**config.mk**
```make
export PLATFORM = sky130hd
export DESIGN_NAME = sps_top
export DESIGN_NICKNAME = d
export VERILOG_FILES = /design/src/sps_pkg.sv /design/src/sps_flag.sv /design/src/sps_apb.sv /design/src/sps_top.sv
export SDC_FILE = /design/constraint.sdc
export NUM_CORES = 1
export LEC_CHECK = 0
export ABC_AREA = 1
export BUFFER_PORTS_ARGS = -buffer_cell sky130_fd_sc_hd__buf_2
export CAP_MARGIN = 20
export CORE_ASPECT_RATIO = 0.8
export CORE_MARGIN = 8
export CORE_UTILIZATION = 47
export DETAILED_ROUTE_END_ITERATION = 8
export PLACE_DENSITY = 0.8
export SYNTH_ARGS = -nofsm -noshare
export SYNTH_HDL_FRONTEND = slang
export SYNTH_SLANG_ARGS = --single-unit
```
**constraint.sdc**
```tcl
create_clock -name pclk -period 2.05 [get_ports pclk]
set_input_delay 0.1025 -clock pclk [delete_from_list [all_inputs] [get_ports pclk]]
set_output_delay 0.1025 -clock pclk [all_outputs]
set_load 0.01 [all_outputs]
```
**src/sps_pkg.sv**
```systemverilog
package sps_pkg;

   // Register byte offsets
   localparam logic [7:0] SPS_OFF_STATUS = 8'h00;
   localparam logic [7:0] SPS_OFF_CONTROL = 8'h04;
   localparam logic [7:0] SPS_OFF_BUFFER = 8'h08;
   localparam logic [7:0] SPS_OFF_OWN_ADDR = 8'h0c;

   // Status field positions
   localparam int SPS_ST_SAMPLE = 7;
   localparam int SPS_ST_LEVEL_SEL = 6;
   localparam int SPS_ST_DATA_ADDR = 5;
   localparam int SPS_ST_STOP = 4;
   localparam int SPS_ST_START = 3;
   localparam int SPS_ST_RW = 2;
   localparam int SPS_ST_ADDR_UPDATE = 1;
   localparam int SPS_ST_BUF_FULL = 0;

   // Control field positions
   localparam int SPS_CT_ENABLE = 0;
   localparam int SPS_CT_I2C = 1;
   localparam int SPS_CT_MASTER = 2;
   localparam int SPS_CT_TEN_BIT = 3;
   localparam int SPS_CT_REQ_LSB = 4;
   localparam int SPS_REQ_W = 5;

   // Reset values
   localparam logic [7:0] SPS_STATUS_RST = 8'h00;
   localparam logic [8:0] SPS_CONTROL_RST = 9'h000;
   localparam logic [7:0] SPS_BYTE_RST = 8'h00;

   // Master request bits, one per sequence
   typedef struct packed {
      logic ack_seq;
      logic receive;
      logic stop;
      logic repeat_start;
      logic start;
   } sps_req_t;

   // Control layout, msb first, matches the field positions above
   typedef struct packed {
      sps_req_t req;
      logic ten_bit;
      logic master_mode;
      logic i2c_mode;
      logic port_enable;
   } sps_ctrl_t;

   // Events from the serial bus engine, one-cycle pulses
   typedef struct packed {
      logic start_seen;
      logic stop_seen;
      logic addr_match;
      logic addr_rw;
      logic nack_seen;
      logic byte_done;
      logic byte_is_data;
      logic rx_done;
      logic [7:0] rx_byte;
      logic tx_bits_done;
      logic tx_ack_done;
      logic addr_reload_needed;
      sps_req_t req_done;
   } sps_evt_t;

endpackage

```
**src/sps_flag.sv**
```systemverilog
`timescale 1ns/1ns
module sps_flag
   import sps_pkg::*;
(
   // Clock and reset
   input wire logic pclk,
   input wire logic presetn,
   // Control
   input wire logic load,
   input wire logic load_val,
   input wire logic clr,
   input wire logic kill,
   // State
   output logic q
);

   logic q_reg;
   logic q_next;

   // Kill first, load beats clear
   always_comb begin
      q_next = q_reg;
      if (kill) begin
         q_next = 1'b0;
      end else if (load) begin
         q_next = load_val;
      end else if (clr) begin
         q_next = 1'b0;
      end
   end

   always_ff @(posedge pclk or negedge presetn) begin
      if (!presetn) begin
         q_reg <= 1'b0;
      end else begin
         q_reg <= q_next;
      end
   end

   assign q = q_reg;

endmodule

```
**src/sps_apb.sv**
```systemverilog
`timescale 1ns/1ns
module sps_apb
   import sps_pkg::*;
(
   // Clock and reset
   input wire logic pclk,
   input wire logic presetn,
   // APB request
   input wire logic psel,
   input wire logic penable,
   input wire logic pwrite,
   // Decode from owner
   input wire logic hit,
   input wire logic [31:0] rdata_in,
   // APB answer
   output logic pready,
   output logic [31:0] prdata,
   output logic pslverr,
   // Strobes at completion
   output logic wr_stb,
   output logic rd_stb
);

   logic pready_reg;
   logic pready_next;
   logic [31:0] prdata_reg;
   logic [31:0] prdata_next;
   logic pslverr_reg;
   logic pslverr_next;
   logic setup;
   logic done;

   assign setup = psel && !penable;
   assign done = psel && penable && pready_reg;

   // Answer is captured in setup, shown for one access cycle
   always_comb begin
      pready_next = setup;
      prdata_next = 32'h0000_0000;
      pslverr_next = 1'b0;
      if (setup) begin
         prdata_next = (hit && !pwrite) ? rdata_in : 32'h0000_0000;
         pslverr_next = !hit;
      end
   end

   always_ff @(posedge pclk or negedge presetn) begin
      if (!presetn) begin
         pready_reg <= 1'b0;
         prdata_reg <= 32'h0000_0000;
         pslverr_reg <= 1'b0;
      end else begin
         pready_reg <= pready_next;
         prdata_reg <= prdata_next;
         pslverr_reg <= pslverr_next;
      end
   end

   assign pready = pready_reg;
   assign prdata = prdata_reg;
   assign pslverr = pslverr_reg;
   assign wr_stb = done && pwrite && hit;
   assign rd_stb = done && !pwrite && hit;

endmodule

```
**src/sps_top.sv**
```systemverilog
// How it works
// - Level-select bit picks SMBus or I2C thresholds
// - Stop flag marks stop seen last
// - Start flag marks start seen last
// - Start flag I2C only, cleared on disable
// - Buffer full set when received byte complete
// - Transmit buffer full while data bits shift
//
// Implementation choices: the APB slave port and the address map.
`timescale 1ns/1ns
module sps_top
   import sps_pkg::*;
#(
   parameter int ADDR_W = 8
)
(
   // Clock and reset
   input wire logic pclk,
   input wire logic presetn,
   // APB slave
   input wire logic psel,
   input wire logic penable,
   input wire logic pwrite,
   input wire logic [ADDR_W-1:0] paddr,
   input wire logic [31:0] pwdata,
   output logic pready,
   output logic [31:0] prdata,
   output logic pslverr,
   // Bus engine events
   input wire sps_evt_t evt,
   // Bus engine control
   output sps_ctrl_t ctrl,
   output logic smbus_levels_sel,
   output logic [7:0] tx_byte,
   output logic tx_load,
   output logic [7:0] own_address,
   output logic master_idle
);

   generate
      if (ADDR_W < 4 || ADDR_W > 32) begin : g_bad_addr_w
         $error("sps_top: ADDR_W must be 4 to 32");
      end
   endgenerate

   logic hit;
   logic wr_stb;
   logic rd_stb;
   logic [31:0] rdata;
   logic [7:0] word_addr;

   logic sample_reg;
   logic sample_next;
   logic level_sel_reg;
   logic level_sel_next;
   sps_ctrl_t ctrl_reg;
   sps_ctrl_t ctrl_next;
   logic [7:0] buf_reg;
   logic [7:0] buf_next;
   logic [7:0] tx_byte_reg;
   logic [7:0] tx_byte_next;
   logic tx_load_reg;
   logic tx_load_next;
   logic [7:0] own_addr_reg;
   logic [7:0] own_addr_next;
   logic idle_reg;
   logic idle_next;

   logic en;
   logic i2c_on;
   logic kill;
   logic wr_status;
   logic wr_control;
   logic wr_buffer;
   logic wr_own_addr;
   logic rd_buffer;
   logic tx_write;

   logic start_q;
   logic stop_q;
   logic rw_q;
   logic da_q;
   logic ua_q;
   logic bf_q;
   logic rw_load;
   logic rw_val;
   logic rw_clr;
   logic bf_load;
   logic bf_clr;
   logic [7:0] status_rd;

   assign word_addr = 8'(paddr);
   assign en = ctrl_reg.port_enable;
   assign i2c_on = en && ctrl_reg.i2c_mode;
   assign kill = !ctrl_next.port_enable;

   // Address decode
   always_comb begin
      hit = 1'b0;
      rdata = 32'h0000_0000;
      if (paddr[1:0] == 2'b00 && (32'(paddr) >> 8) == 32'h0000_0000) begin
         case (word_addr)
            SPS_OFF_STATUS: begin
               hit = 1'b1;
               rdata = {24'h00_0000, status_rd};
            end
            SPS_OFF_CONTROL: begin
               hit = 1'b1;
               rdata = {23'h00_0000, ctrl_reg};
            end
            SPS_OFF_BUFFER: begin
               hit = 1'b1;
               rdata = {24'h00_0000, buf_reg};
            end
            SPS_OFF_OWN_ADDR: begin
               hit = 1'b1;
               rdata = {24'h00_0000, own_addr_reg};
            end
            default: begin
               hit = 1'b0;
               rdata = 32'h0000_0000;
            end
         endcase
      end
   end

   sps_apb u_apb (
      .pclk(pclk),
      .presetn(presetn),
      .psel(psel),
      .penable(penable),
      .pwrite(pwrite),
      .hit(hit),
      .rdata_in(rdata),
      .pready(pready),
      .prdata(prdata),
      .pslverr(pslverr),
      .wr_stb(wr_stb),
      .rd_stb(rd_stb)
   );

   assign wr_status = wr_stb && word_addr == SPS_OFF_STATUS;
   assign wr_control = wr_stb && word_addr == SPS_OFF_CONTROL;
   assign wr_buffer = wr_stb && word_addr == SPS_OFF_BUFFER;
   assign wr_own_addr = wr_stb && word_addr == SPS_OFF_OWN_ADDR;
   assign rd_buffer = rd_stb && word_addr == SPS_OFF_BUFFER;
   assign tx_write = wr_buffer && i2c_on;

   // Stop flag set by stop, cleared by start
   // stop last event
   sps_flag u_stop (
      .pclk(pclk),
      .presetn(presetn),
      .load(i2c_on && evt.stop_seen),
      .load_val(1'b1),
      .clr(evt.start_seen),
      .kill(kill),
      .q(stop_q)
   );

   sps_flag u_start (
      .pclk(pclk),
      .presetn(presetn),
      .load(i2c_on && evt.start_seen),
      .load_val(1'b1),
      .clr(evt.stop_seen),
      .kill(kill || !ctrl_next.i2c_mode),
      .q(start_q)
   );

   // Direction bit: slave latch or master transmit busy
   always_comb begin
      rw_load = 1'b0;
      rw_val = 1'b0;
      rw_clr = 1'b0;
      if (ctrl_reg.master_mode) begin
         rw_load = tx_write;
         rw_val = 1'b1;
         rw_clr = evt.tx_ack_done || evt.stop_seen;
      end else begin
         rw_load = i2c_on && evt.addr_match;
         rw_val = evt.addr_rw;
         rw_clr = evt.start_seen || evt.stop_seen || evt.nack_seen;
      end
   end

   sps_flag u_rw (
      .pclk(pclk),
      .presetn(presetn),
      .load(rw_load),
      .load_val(rw_val),
      .clr(rw_clr),
      .kill(kill || !ctrl_next.i2c_mode),
      .q(rw_q)
   );

   sps_flag u_da (
      .pclk(pclk),
      .presetn(presetn),
      .load(i2c_on && evt.byte_done),
      .load_val(evt.byte_is_data),
      .clr(1'b0),
      .kill(kill || !ctrl_next.i2c_mode),
      .q(da_q)
   );

   // reload request, cleared by own-address write
   sps_flag u_ua (
      .pclk(pclk),
      .presetn(presetn),
      .load(i2c_on && ctrl_reg.ten_bit && evt.addr_reload_needed),
      .load_val(1'b1),
      .clr(wr_own_addr),
      .kill(kill || !ctrl_next.ten_bit),
      .q(ua_q)
   );

   // Buffer full: receive sets, transmit write sets, drain clears
   always_comb begin
      bf_load = (en && evt.rx_done) || tx_write;
      // cleared when bits done, not ack
      bf_clr = rd_buffer || (i2c_on && evt.tx_bits_done);
   end

   sps_flag u_bf (
      .pclk(pclk),
      .presetn(presetn),
      .load(bf_load),
      .load_val(1'b1),
      .clr(bf_clr),
      .kill(kill),
      .q(bf_q)
   );

   always_comb begin
      status_rd = SPS_STATUS_RST;
      status_rd[SPS_ST_SAMPLE] = sample_reg;
      status_rd[SPS_ST_LEVEL_SEL] = level_sel_reg;
      status_rd[SPS_ST_DATA_ADDR] = da_q;
      status_rd[SPS_ST_STOP] = stop_q;
      status_rd[SPS_ST_START] = start_q;
      status_rd[SPS_ST_RW] = rw_q;
      status_rd[SPS_ST_ADDR_UPDATE] = ua_q;
      status_rd[SPS_ST_BUF_FULL] = bf_q;
   end

   // Software state and outputs
   always_comb begin
      sample_next = sample_reg;
      level_sel_next = level_sel_reg;
      ctrl_next = ctrl_reg;
      buf_next = buf_reg;
      tx_byte_next = tx_byte_reg;
      tx_load_next = tx_write;
      own_addr_next = own_addr_reg;
      if (wr_status) begin
         sample_next = pwdata[SPS_ST_SAMPLE];
         level_sel_next = pwdata[SPS_ST_LEVEL_SEL];
      end
      // Hardware ends request bits as sequences finish
      ctrl_next.req = ctrl_reg.req & ~evt.req_done;
      if (wr_control) begin
         ctrl_next = sps_ctrl_t'(pwdata[8:0]);
      end
      if (!en) begin
         ctrl_next.req = '0;
      end
      if (en && evt.rx_done) begin
         buf_next = evt.rx_byte;
      end
      if (wr_buffer) begin
         buf_next = pwdata[7:0];
         tx_byte_next = pwdata[7:0];
      end
      if (wr_own_addr) begin
         own_addr_next = pwdata[7:0];
      end
   end

   // Master idle only with no request and no transmit
   // idle qualification
   always_comb begin
      idle_next = ctrl_next.port_enable && ctrl_next.i2c_mode && ctrl_next.master_mode && !rw_q && !rw_load
         && ctrl_next.req == '0;
   end

   always_ff @(posedge pclk or negedge presetn) begin
      if (!presetn) begin
         sample_reg <= 1'b0;
         level_sel_reg <= 1'b0;
         ctrl_reg <= sps_ctrl_t'(SPS_CONTROL_RST);
         buf_reg <= SPS_BYTE_RST;
         tx_byte_reg <= SPS_BYTE_RST;
         tx_load_reg <= 1'b0;
         own_addr_reg <= SPS_BYTE_RST;
         idle_reg <= 1'b0;
      end else begin
         sample_reg <= sample_next;
         level_sel_reg <= level_sel_next;
         ctrl_reg <= ctrl_next;
         buf_reg <= buf_next;
         tx_byte_reg <= tx_byte_next;
         tx_load_reg <= tx_load_next;
         own_addr_reg <= own_addr_next;
         idle_reg <= idle_next;
      end
   end

   logic smbus_sel_reg;
   logic smbus_sel_next;

   always_comb begin
      smbus_sel_next = level_sel_next && ctrl_next.i2c_mode && ctrl_next.port_enable;
   end

   always_ff @(posedge pclk or negedge presetn) begin
      if (!presetn) begin
         smbus_sel_reg <= 1'b0;
      end else begin
         smbus_sel_reg <= smbus_sel_next;
      end
   end

   assign ctrl = ctrl_reg;
   assign smbus_levels_sel = smbus_sel_reg;
   assign tx_byte = tx_byte_reg;
   assign tx_load = tx_load_reg;
   assign own_address = own_addr_reg;
   assign master_idle = idle_reg;

endmodule

```
==> results of run 1 <==
==> worst register-to-register path, delay by kind of cell (launching register included) <==
family | cells | cell delay, ps
buf+inv | 1 | 230
simple gates | 9 | 1010
flops | 1 | 360
==> metrics by stage <==
| step | total power [mW] | cell area (um^2) | worst slack, ps | cells | util, % |
|---|---|---|---|---|---|
| final | 1.98 | 3470 | 290 | 503 | 58.4 |
| after global routing | 2.04 | 3470 | 183 | 503 | 58.4 |
| after CTS | 1.98 | 3470 | 301 | 503 | 58.4 |
| after detailed placement | 1.24 | 3330 | 190 | 493 | 56.1 |
| after global placement | 1.24 | 3330 | 262 | 493 | 56.1 |
| after floorplan | 1.19 | 2990 | 549 | 351 | - |
==> layout make-up <==
type                    count  share of cell area [%]
clock buffers               6                    2.38
clock inverters             2                    1.01
inverters                  51                    5.52
multi-input cells         214                    34.1
flip-flops and latches     55                    39.7
well taps                  81                    2.92
repair buffers             94                    14.4
==> layout by cell type (no fill, tap or decap), types with 3 or more instances in the layout <==
cell type	instances
a221oi_1	5
buf_2	84
buf_4	8
clkbuf_8	6
conb_1	23
dfrtp_1	55
inv_1	48
nand2_1	73
nand2_2	5
nand2_4	3
nand3_1	18
nand3_2	3
nand4_1	10
nor2_1	17
nor2_2	8
nor2_4	5
o21ai_0	4
o21ai_1	7
o221ai_1	3
o22ai_1	5
==> cell usage after synthesis, types with 7 or more instances <==
cell type | count | area [um^2]
inv_1 | 48 | 180
buf_4 | 24 | 180
nand3_1 | 18 | 90.1
nand2_1 | 73 | 274
o21ai_1 | 7 | 35.0
nor2_1 | 17 | 63.8
nand4_1 | 10 | 62.6
nor2_2 | 8 | 50.1
dfrtp_1 | 55 | 1380
==> worst max-delay path by stage <==
stage                     slack [ps]           to  cells past startpoint
after global placement           260  master_idle                     14
after floorplan                  550  master_idle                      9
after detailed placement         190  master_idle                     14
after global routing             180  master_idle                     12
final                            290  master_idle                     12
after CTS                        300  master_idle                     12
==> power groups by stage <==
stage                     Combinational (mW)  Clock, mW  Sequential (mW)
after global placement                 0.130          0             1.11
after detailed placement               0.133          0             1.11
after global routing                   0.152      0.796             1.09
final                                  0.137      0.754             1.09
after CTS                              0.136      0.756             1.09
after floorplan                       0.0815          0             1.11
==> cell families after synthesis <==
kind of cell	after synthesis
AOI/OAI and AO/OA	38
buffers and inverters	82
DFF	55
other	1
and+or+nand+nor	153
==> routing by layer <==
| layer | vias up | GRT usage [%] | wire [um] |
|---|---|---|---|
| met1 | 1204 | 21.7 | 3330 |
| met3 | 12 | 5.11 | 666 |
| met5 | - | 0 | 0 |
| li1 | 1203 | - | - |
| met2 | 127 | 27.0 | 3650 |
| met4 | 0 | 7.73 | 144 |
==> what timing repair did <==
action                                  in CTS  in global routing
hold buffers                                 2                  0
resized for setup                            0                  0
hold endpoints to repair                    57                  0
endpoints found under the setup margin       0                  0
==> impl_metrics.tcl, run 1 <==
set metrics [dict create \
    status "finished, final reports clean" \
    io_pins 131 \
    regToRegEndpoint "master_idle" \
    cts_buffer_depth 2 \
    comb_power_share_pct 6.9 \
    via_per_inst 5.06 \
    synthMuxAreaShare_pct 0 \
    ir_drop_mv 0.256 \
    cpPeakStageDelay_ps 510 \
    synth_ff_type "dfrtp_1" \
    synth-xor-area-share_pct 0 \
    cts_setup_buffers 0 \
    hold_start "psel" \
    yosys.area_share.simple_pct 28.5 \
    finalSetupViolCount 0 \
    period_share_pct 85.9 \
    skew_ps 19.8 \
    area.sequential_mm2 0.00138 \
    numCtsBuffers 5 \
    synth_enable_flop_cells 0 \
    drt_wl_total_um 7790 \
    maxCapViolCount 0 \
    synthAdderAreaFrac_pct 0 \
    crit_family "simple AND/OR/NAND/NOR gates" \
    relSlewSlack_pct 54.8 \
    largest_reg_flops 9 \
    port_buffers 84 \
    slowest_stage "dlygate4sd3_1" \
    gp_congestion 0.878 \
    cp.arrival_ps 1970 \
    holdPathEnd "u_apb.pslverr" \
    power_leakage_nw 1.98 \
    p_int_mw 1.53 \
    drtIter0Drc 199 \
    ff2ff_path_depth 10 \
    synth_top_family_by_area "simple AND/OR/NAND/NOR gates" \
    grt_overflow 0 \
    drtPass1Iterations 5 \
    dieArea_mm2 0.00897 \
    whs_ps 29.2 \
    finalMaxSlewViolations 0 \
    clk_latency_ps 320 \
    syn_inst 329 \
    first_global_vias 2564 \
    netSwitchingPower_mw 0.450 \
    grt_use_total_pct 17.3 \
    wire_per_inst_um 15.5 \
    antenna_found_initial 0 \
    ys_types 43 \
    timing.fmax_mhz 568 \
    antenna_cells 0 \
    via_count 2546 \
    avgSynthCellArea_um2 8.83 \
    setup_tns_ps 0 \
    hold_depth 3 \
    row_count 25 \
    core_mm2 0.00594 \
    yosys_warnings 0 \
    synth-seq-cells 55 \
    cellPowerDensity_mw_per_mm2 570 \
    crit_path_max_fanout 10 \
    fill_cells 548 \
    die_x_um 104 \
    sw_frac_of_total_pct 22.8 \
    seqPwrFrac_pct 55.0 \
    crit_buf_inv 3 \
    r2r_slack_ps 340 \
    cp-end-kind "flop" \
    r2r-start "u_apb.pready" \
    hpwl_um 6070 \
    clk_pin_slew_ps 110 \
    syn_to_final_growth_pct 19.5 \
    cts.sinks 55 \
    cts_tree "yes" \
    synth-compound-area-share_pct 9.30 \
    cp_cell_sequence "dlygate4sd3_1 > buf_2 > nand3_1 > nor2_2 > buf_4 > nand3_4 > nand2_2 > nand2_4 > nand2_4 > nor2_1 > nand2_1 > nor2_2" \
    ys_seq_area_share_pct 47.4 \
    grt_pass1_wl_um 12600 \
    clkPwrFrac_pct 38.1 \
    hp-class "primary input to flop" \
    worst_pin_slew_ps 678 \
    htreeDepth 2 \
    multi_input_area_mm2 0.00118 \
    min_period_ps 1760 \
    cp-start-kind "primary input" \
    netlist_area_mm2 0.00291 \
    cts_root_buffer "clkbuf_8" \
    drc 0 \
    drive_above_1_share_pct 32.0 \
    grt_max_degree 56 \
    path_class "primary input to flop" \
    ant_nets 0 \
    initial_core_util_pct 48.9 \
    dieHeight_um 86.3 \
    final_nets 490 \
    rsz0062_at_grt "false" \
    startpoint "penable" \
    crit_required_ps 2260 \
    hold_violations 0 \
    async_flop_share_pct 100 \
]
No activity file was read; power rests on OpenSTA's default activity.
==> run 2, diff against run 1 <==
- RECOVER_POWER: default -> 50
==> run 2 against run 1 <==
Critical path type unchanged. Count of clock-buffer cells in the layout stayed put. Fmax shrank 2.3%. Register-to-register slack barely moved. First-iteration DRC count is 4.5% higher. Worst hold slack gained 8.2 ps. Setup slack worse by 41 ps. Largest cell class unchanged.
==> impl_metrics.tcl, run 2 (same netlist as run 1, synthesis figures left out) <==
set metrics [dict create \
    status "finished, final reports clean" \
    maxCapViolCount 0 \
    largest_reg_flops 9 \
    mostFrequentLayoutCells "73 x nand2_1, 55 x dfrtp_1, 48 x inv_1, 47 x buf_2, 37 x clkbuf_1" \
    clk_pin_slew_ps 100 \
    wire_per_inst_um 15.5 \
    hpwl_um 6070 \
    cts.sinks 55 \
    fill_cells 564 \
    rsz0062_at_grt "false" \
    cpPeakStageDelay_ps 520 \
    relSlewSlack_pct 9.59 \
    drtIter0Drc 208 \
    hold_violations 0 \
    multi_input_area_mm2 0.00118 \
    cp.arrival_ps 2010 \
    row_count 25 \
    worst_pin_slew_ps 1360 \
    crit_path_max_fanout 10 \
    timing.fmax_mhz 555 \
    port_buffers 84 \
    numCtsBuffers 5 \
    antenna_cells 0 \
    cp-end-kind "flop" \
    grt_pass1_wl_um 12600 \
    die_x_um 104 \
    cts_buffer_depth 2 \
    initial_core_util_pct 48.9 \
    hp-class "primary input to flop" \
    cellPowerDensity_mw_per_mm2 576 \
    drive_above_1_share_pct 23.2 \
    grt_overflow 0 \
    slowest_stage "dlygate4sd3_1" \
    drc 0 \
    grt_max_degree 56 \
    dieArea_mm2 0.00897 \
    first_global_vias 2564 \
    ant_nets 0 \
    fin_ws_ps 249 \
    final_nets 490 \
    path_class "primary input to flop" \
    min_period_ps 1800 \
    ir_drop_mv 0.256 \
    skew_ps 14.9 \
    cts_root_buffer "clkbuf_8" \
    setup_tns_ps 0 \
    finalSetupViolCount 0 \
    whs_ps 37.4 \
    finalMaxSlewViolations 0 \
    power_leakage_nw 1.83 \
    io_pins 131 \
    clk_latency_ps 310 \
    gp_congestion 0.878 \
    cp-start-kind "primary input" \
    period_share_pct 87.8 \
    dpl_worst_slack_ps 190 \
    core_mm2 0.00594 \
    cts_tree "yes" \
    htreeDepth 2 \
    dieHeight_um 86.3 \
    cp_cell_sequence "dlygate4sd3_1 > clkbuf_1 > nand3_1 > nor2_2 > buf_4 > nand3_4 > nand2_2 > nand2_4 > nand2_4 > nor2_1 > nand2_1 > nor2_2" \
    grt_use_total_pct 17.3 \
    drtPass1Iterations 5 \
    drt_wl_total_um 7820 \
    cts_setup_buffers 0 \
    crit_required_ps 2260 \
    area.sequential_mm2 0.00138 \
    via_per_inst 5.07 \
    antenna_found_initial 0 \
    final_common_cell "nand2_1" \
    via_count 2552 \
    syn_to_final_growth_pct 17.8 \
]
==> run 2: cell count changes in the layout (fill, tap and decap cells not counted) <==
cell and delta:
clkbuf_1 +37, buf_2 -37, buf_4 -1, clkbuf_2 +1
==> run 2: where the power goes <==
| group | internal, mW | leakage [nW] | total, mW | switching (mW) |
|---|---|---|---|---|
| registers | 1.09 | 0.714 | 1.09 | 0.000846 |
| clock network | 0.396 | 0.0612 | 0.748 | 0.352 |
| logic | 0.0441 | 1.05 | 0.136 | 0.0915 |
==> run 2: through the flow <==
step	std cells	total power [mW]	cell area, um^2	util, %
detailed placement	493	1.24	3330	56.1
CTS	503	1.98	3470	58.4
global route	503	2.03	3420	57.6
floorplan	351	1.19	2990	-
finish	503	1.97	3420	57.6
global placement	493	1.24	3330	56.1
==> run 2: layout make-up <==
class	count	area share [%]
well taps	81	2.96
clock buffers	6	2.41
clock inverters	2	1.02
multi-input cells	214	34.6
flip-flops and latches	55	40.2
repair buffers	94	13.2
inverters	51	5.59
==> run 2: worst paths after layout <==
check / startpoint / endpoint / slack, ps / cells past startpoint
setup / recovery: penable / master_idle / 250 / 12
hold / removal: psel / u_apb.pslverr / 40 / 3
setup reg to reg: u_apb.pready / master_idle / 340 / 10
hold reg to reg: tx_byte[1] / tx_byte[1] / 490 / 2
max in group asynchronous: presetn / u_da.q / 530 / 3
min in group asynchronous: presetn / tx_byte[5] / 700 / 3
==> run 2: repair_timing <==
action | in CTS | in global routing
hold buffers | 2 | 0
endpoints found under the hold margin | 57 | 0
gates resized for setup | 0 | 0
setup endpoints to repair | 0 | 0
==> run 2: per-layer routing <==
layer / vias up / GRT usage (%) / wire length, um
li1: 1201 / - / -
met1: 1203 / 21.7 / 3380
met2: 136 / 27.0 / 3640
met3: 12 / 5.11 / 656
met4: 0 / 7.73 / 144
met5: - / 0 / 0
==> run 2: critical path, delay by kind of cell <==
kind	cells	cell delay [ps]
simple gates	9	1020
buf+inv	3	890
==> run 3, diff against run 2 <==
- CTS_BUF_LIST: default -> sky130_fd_sc_hd__clkbuf_16
==> run 3 against run 2 <==
Die area unchanged. Critical path depth unchanged. Critical endpoint unchanged. Utilization rose by 0.76 points. Global-route usage up 0.13 points. Sequential share of layout area shrank 0.52 points. Critical path type unchanged. Combinational power about the same. Via count fell by 0.35%. Setup slack got worse by 54 ps. Highest routed layer unchanged. Largest power group unchanged.
==> impl_metrics.tcl, run 3 (same netlist as run 1, synthesis figures left out) <==
set metrics [dict create \
    whs_ps 60.4 \
    clk_latency_ps 300 \
    timing.fmax_mhz 539 \
    crit_required_ps 2240 \
    cts_buffer_depth 2 \
    setup_tns_ps 0 \
    worst_pin_slew_ps 1330 \
    post_cts_resized 0 \
    cellPowerDensity_mw_per_mm2 626 \
    cts.sinks 55 \
    grt_max_degree 56 \
    area.sequential_mm2 0.00138 \
    cts_setup_buffers 0 \
    min_period_ps 1850 \
    numCtsBuffers 5 \
    crit_path_max_fanout 10 \
    finalMaxSlewViolations 0 \
    fin_cells 503 \
    row_count 25 \
    port_buffers 84 \
    largest_reg_flops 9 \
    multi_input_area_mm2 0.00118 \
    dp_cells 493 \
    core_mm2 0.00594 \
    clk_pin_slew_ps 80 \
    ant_nets 0 \
    ir_drop_mv 0.441 \
    hp-class "primary input to flop" \
    wire_per_inst_um 15.7 \
    syn_to_final_growth_pct 19.3 \
    drtPass1Iterations 5 \
    cp-end-kind "flop" \
    drive_above_1_share_pct 22.7 \
    drt_wl_total_um 7890 \
    path_class "primary input to flop" \
    gp_congestion 0.878 \
    maxCapViolCount 0 \
    dieHeight_um 86.3 \
    antenna_cells 0 \
    via_count 2543 \
    dieArea_mm2 0.00897 \
    cp.arrival_ps 2040 \
    period_share_pct 90.5 \
    initial_core_util_pct 48.9 \
    grt_use_total_pct 17.4 \
    power_leakage_nw 1.84 \
    via_per_inst 5.06 \
    first_global_vias 2569 \
    final_common_cell "nand2_1" \
    cts_tree "yes" \
    cts_root_buffer "clkbuf_16" \
    die_x_um 104 \
    hold_violations 0 \
    io_pins 131 \
    grt_overflow 0 \
    drtIter0Drc 210 \
    cts_hold_buf 2 \
    drc 0 \
    final_nets 490 \
    hpwl_um 6070 \
    skew_ps 12.5 \
    cp-start-kind "primary input" \
    relSlewSlack_pct 11.4 \
    htreeDepth 2 \
    mostFrequentLayoutCells "73 x nand2_1, 55 x dfrtp_1, 48 x inv_1, 46 x buf_2, 38 x clkbuf_1" \
    fill_cells 556 \
    status "finished, final reports clean" \
    finalSetupViolCount 0 \
    rsz0062_at_grt "false" \
    antenna_found_initial 0 \
    grt_pass1_wl_um 12600 \
]
==> run 3: cell count changes in the layout (fill, tap and decap cells not counted) <==
cell,before,now
clkbuf_8,6,0
clkbuf_16,0,5
buf_2,47,46
clkbuf_1,37,38
clkinv_1,2,3
==> run 3: per-stage QoR <==
stage / utilization (%) / setup WS [ps] / area, um^2 / total power [mW]
2_1_floorplan: - / 549 / 2990 / 1.19
3_3_place_gp: 56.1 / 262 / 3330 / 1.24
3_5_place_dp: 56.1 / 190 / 3330 / 1.24
4_1_cts: 59.2 / 272 / 3520 / 2.18
5_1_grt: 58.3 / 102 / 3470 / 2.24
6_report: 58.3 / 195 / 3470 / 2.17
==> run 3: path summary, 6_finish.rpt <==
kind | startpoint | to | slack (ps) | cells after the start
max | penable | master_idle | 200 | 12
min | psel | u_apb.pslverr | 60 | 3
max reg2reg | u_apb.pready | master_idle | 320 | 10
min reg2reg | tx_byte[1] | tx_byte[1] | 480 | 2
max in group asynchronous | presetn | u_start.q | 530 | 3
min in group asynchronous | presetn | tx_byte[5] | 720 | 3
==> run 3: routing by layer <==
metal  share of wire [%]  track usage, %
met1                  43            22.3
met2                  46            26.5
met3                 8.3            5.19
met4                 2.6            8.13
met5                   0               0
==> run 3: power breakdown <==
group          total [mW]  switching, mW  internal [mW]
sequential           1.09       0.000841           1.09
combinational       0.136         0.0914         0.0441
clock               0.947          0.377          0.570
total                2.17          0.469           1.70
==> run 3: layout make-up <==
type,instances,share of cell area (%)
clock inverters,3,1.12
multi-input cells,214,34.1
flip-flops and latches,55,39.7
inverters,51,5.52
repair buffers,94,13.0
clock buffers,5,3.61
well taps,81,2.92
==> run 3: critical path, stage by stage <==
cell and delay (ps):
dlygate4sd3_1 520, clkbuf_1 140, nand3_1 150, nor2_2 240, buf_4 230, nand3_4 170, nand2_2 140, nand2_4 80
nand2_4 120, nor2_1 50, nand2_1 70, nor2_2 30
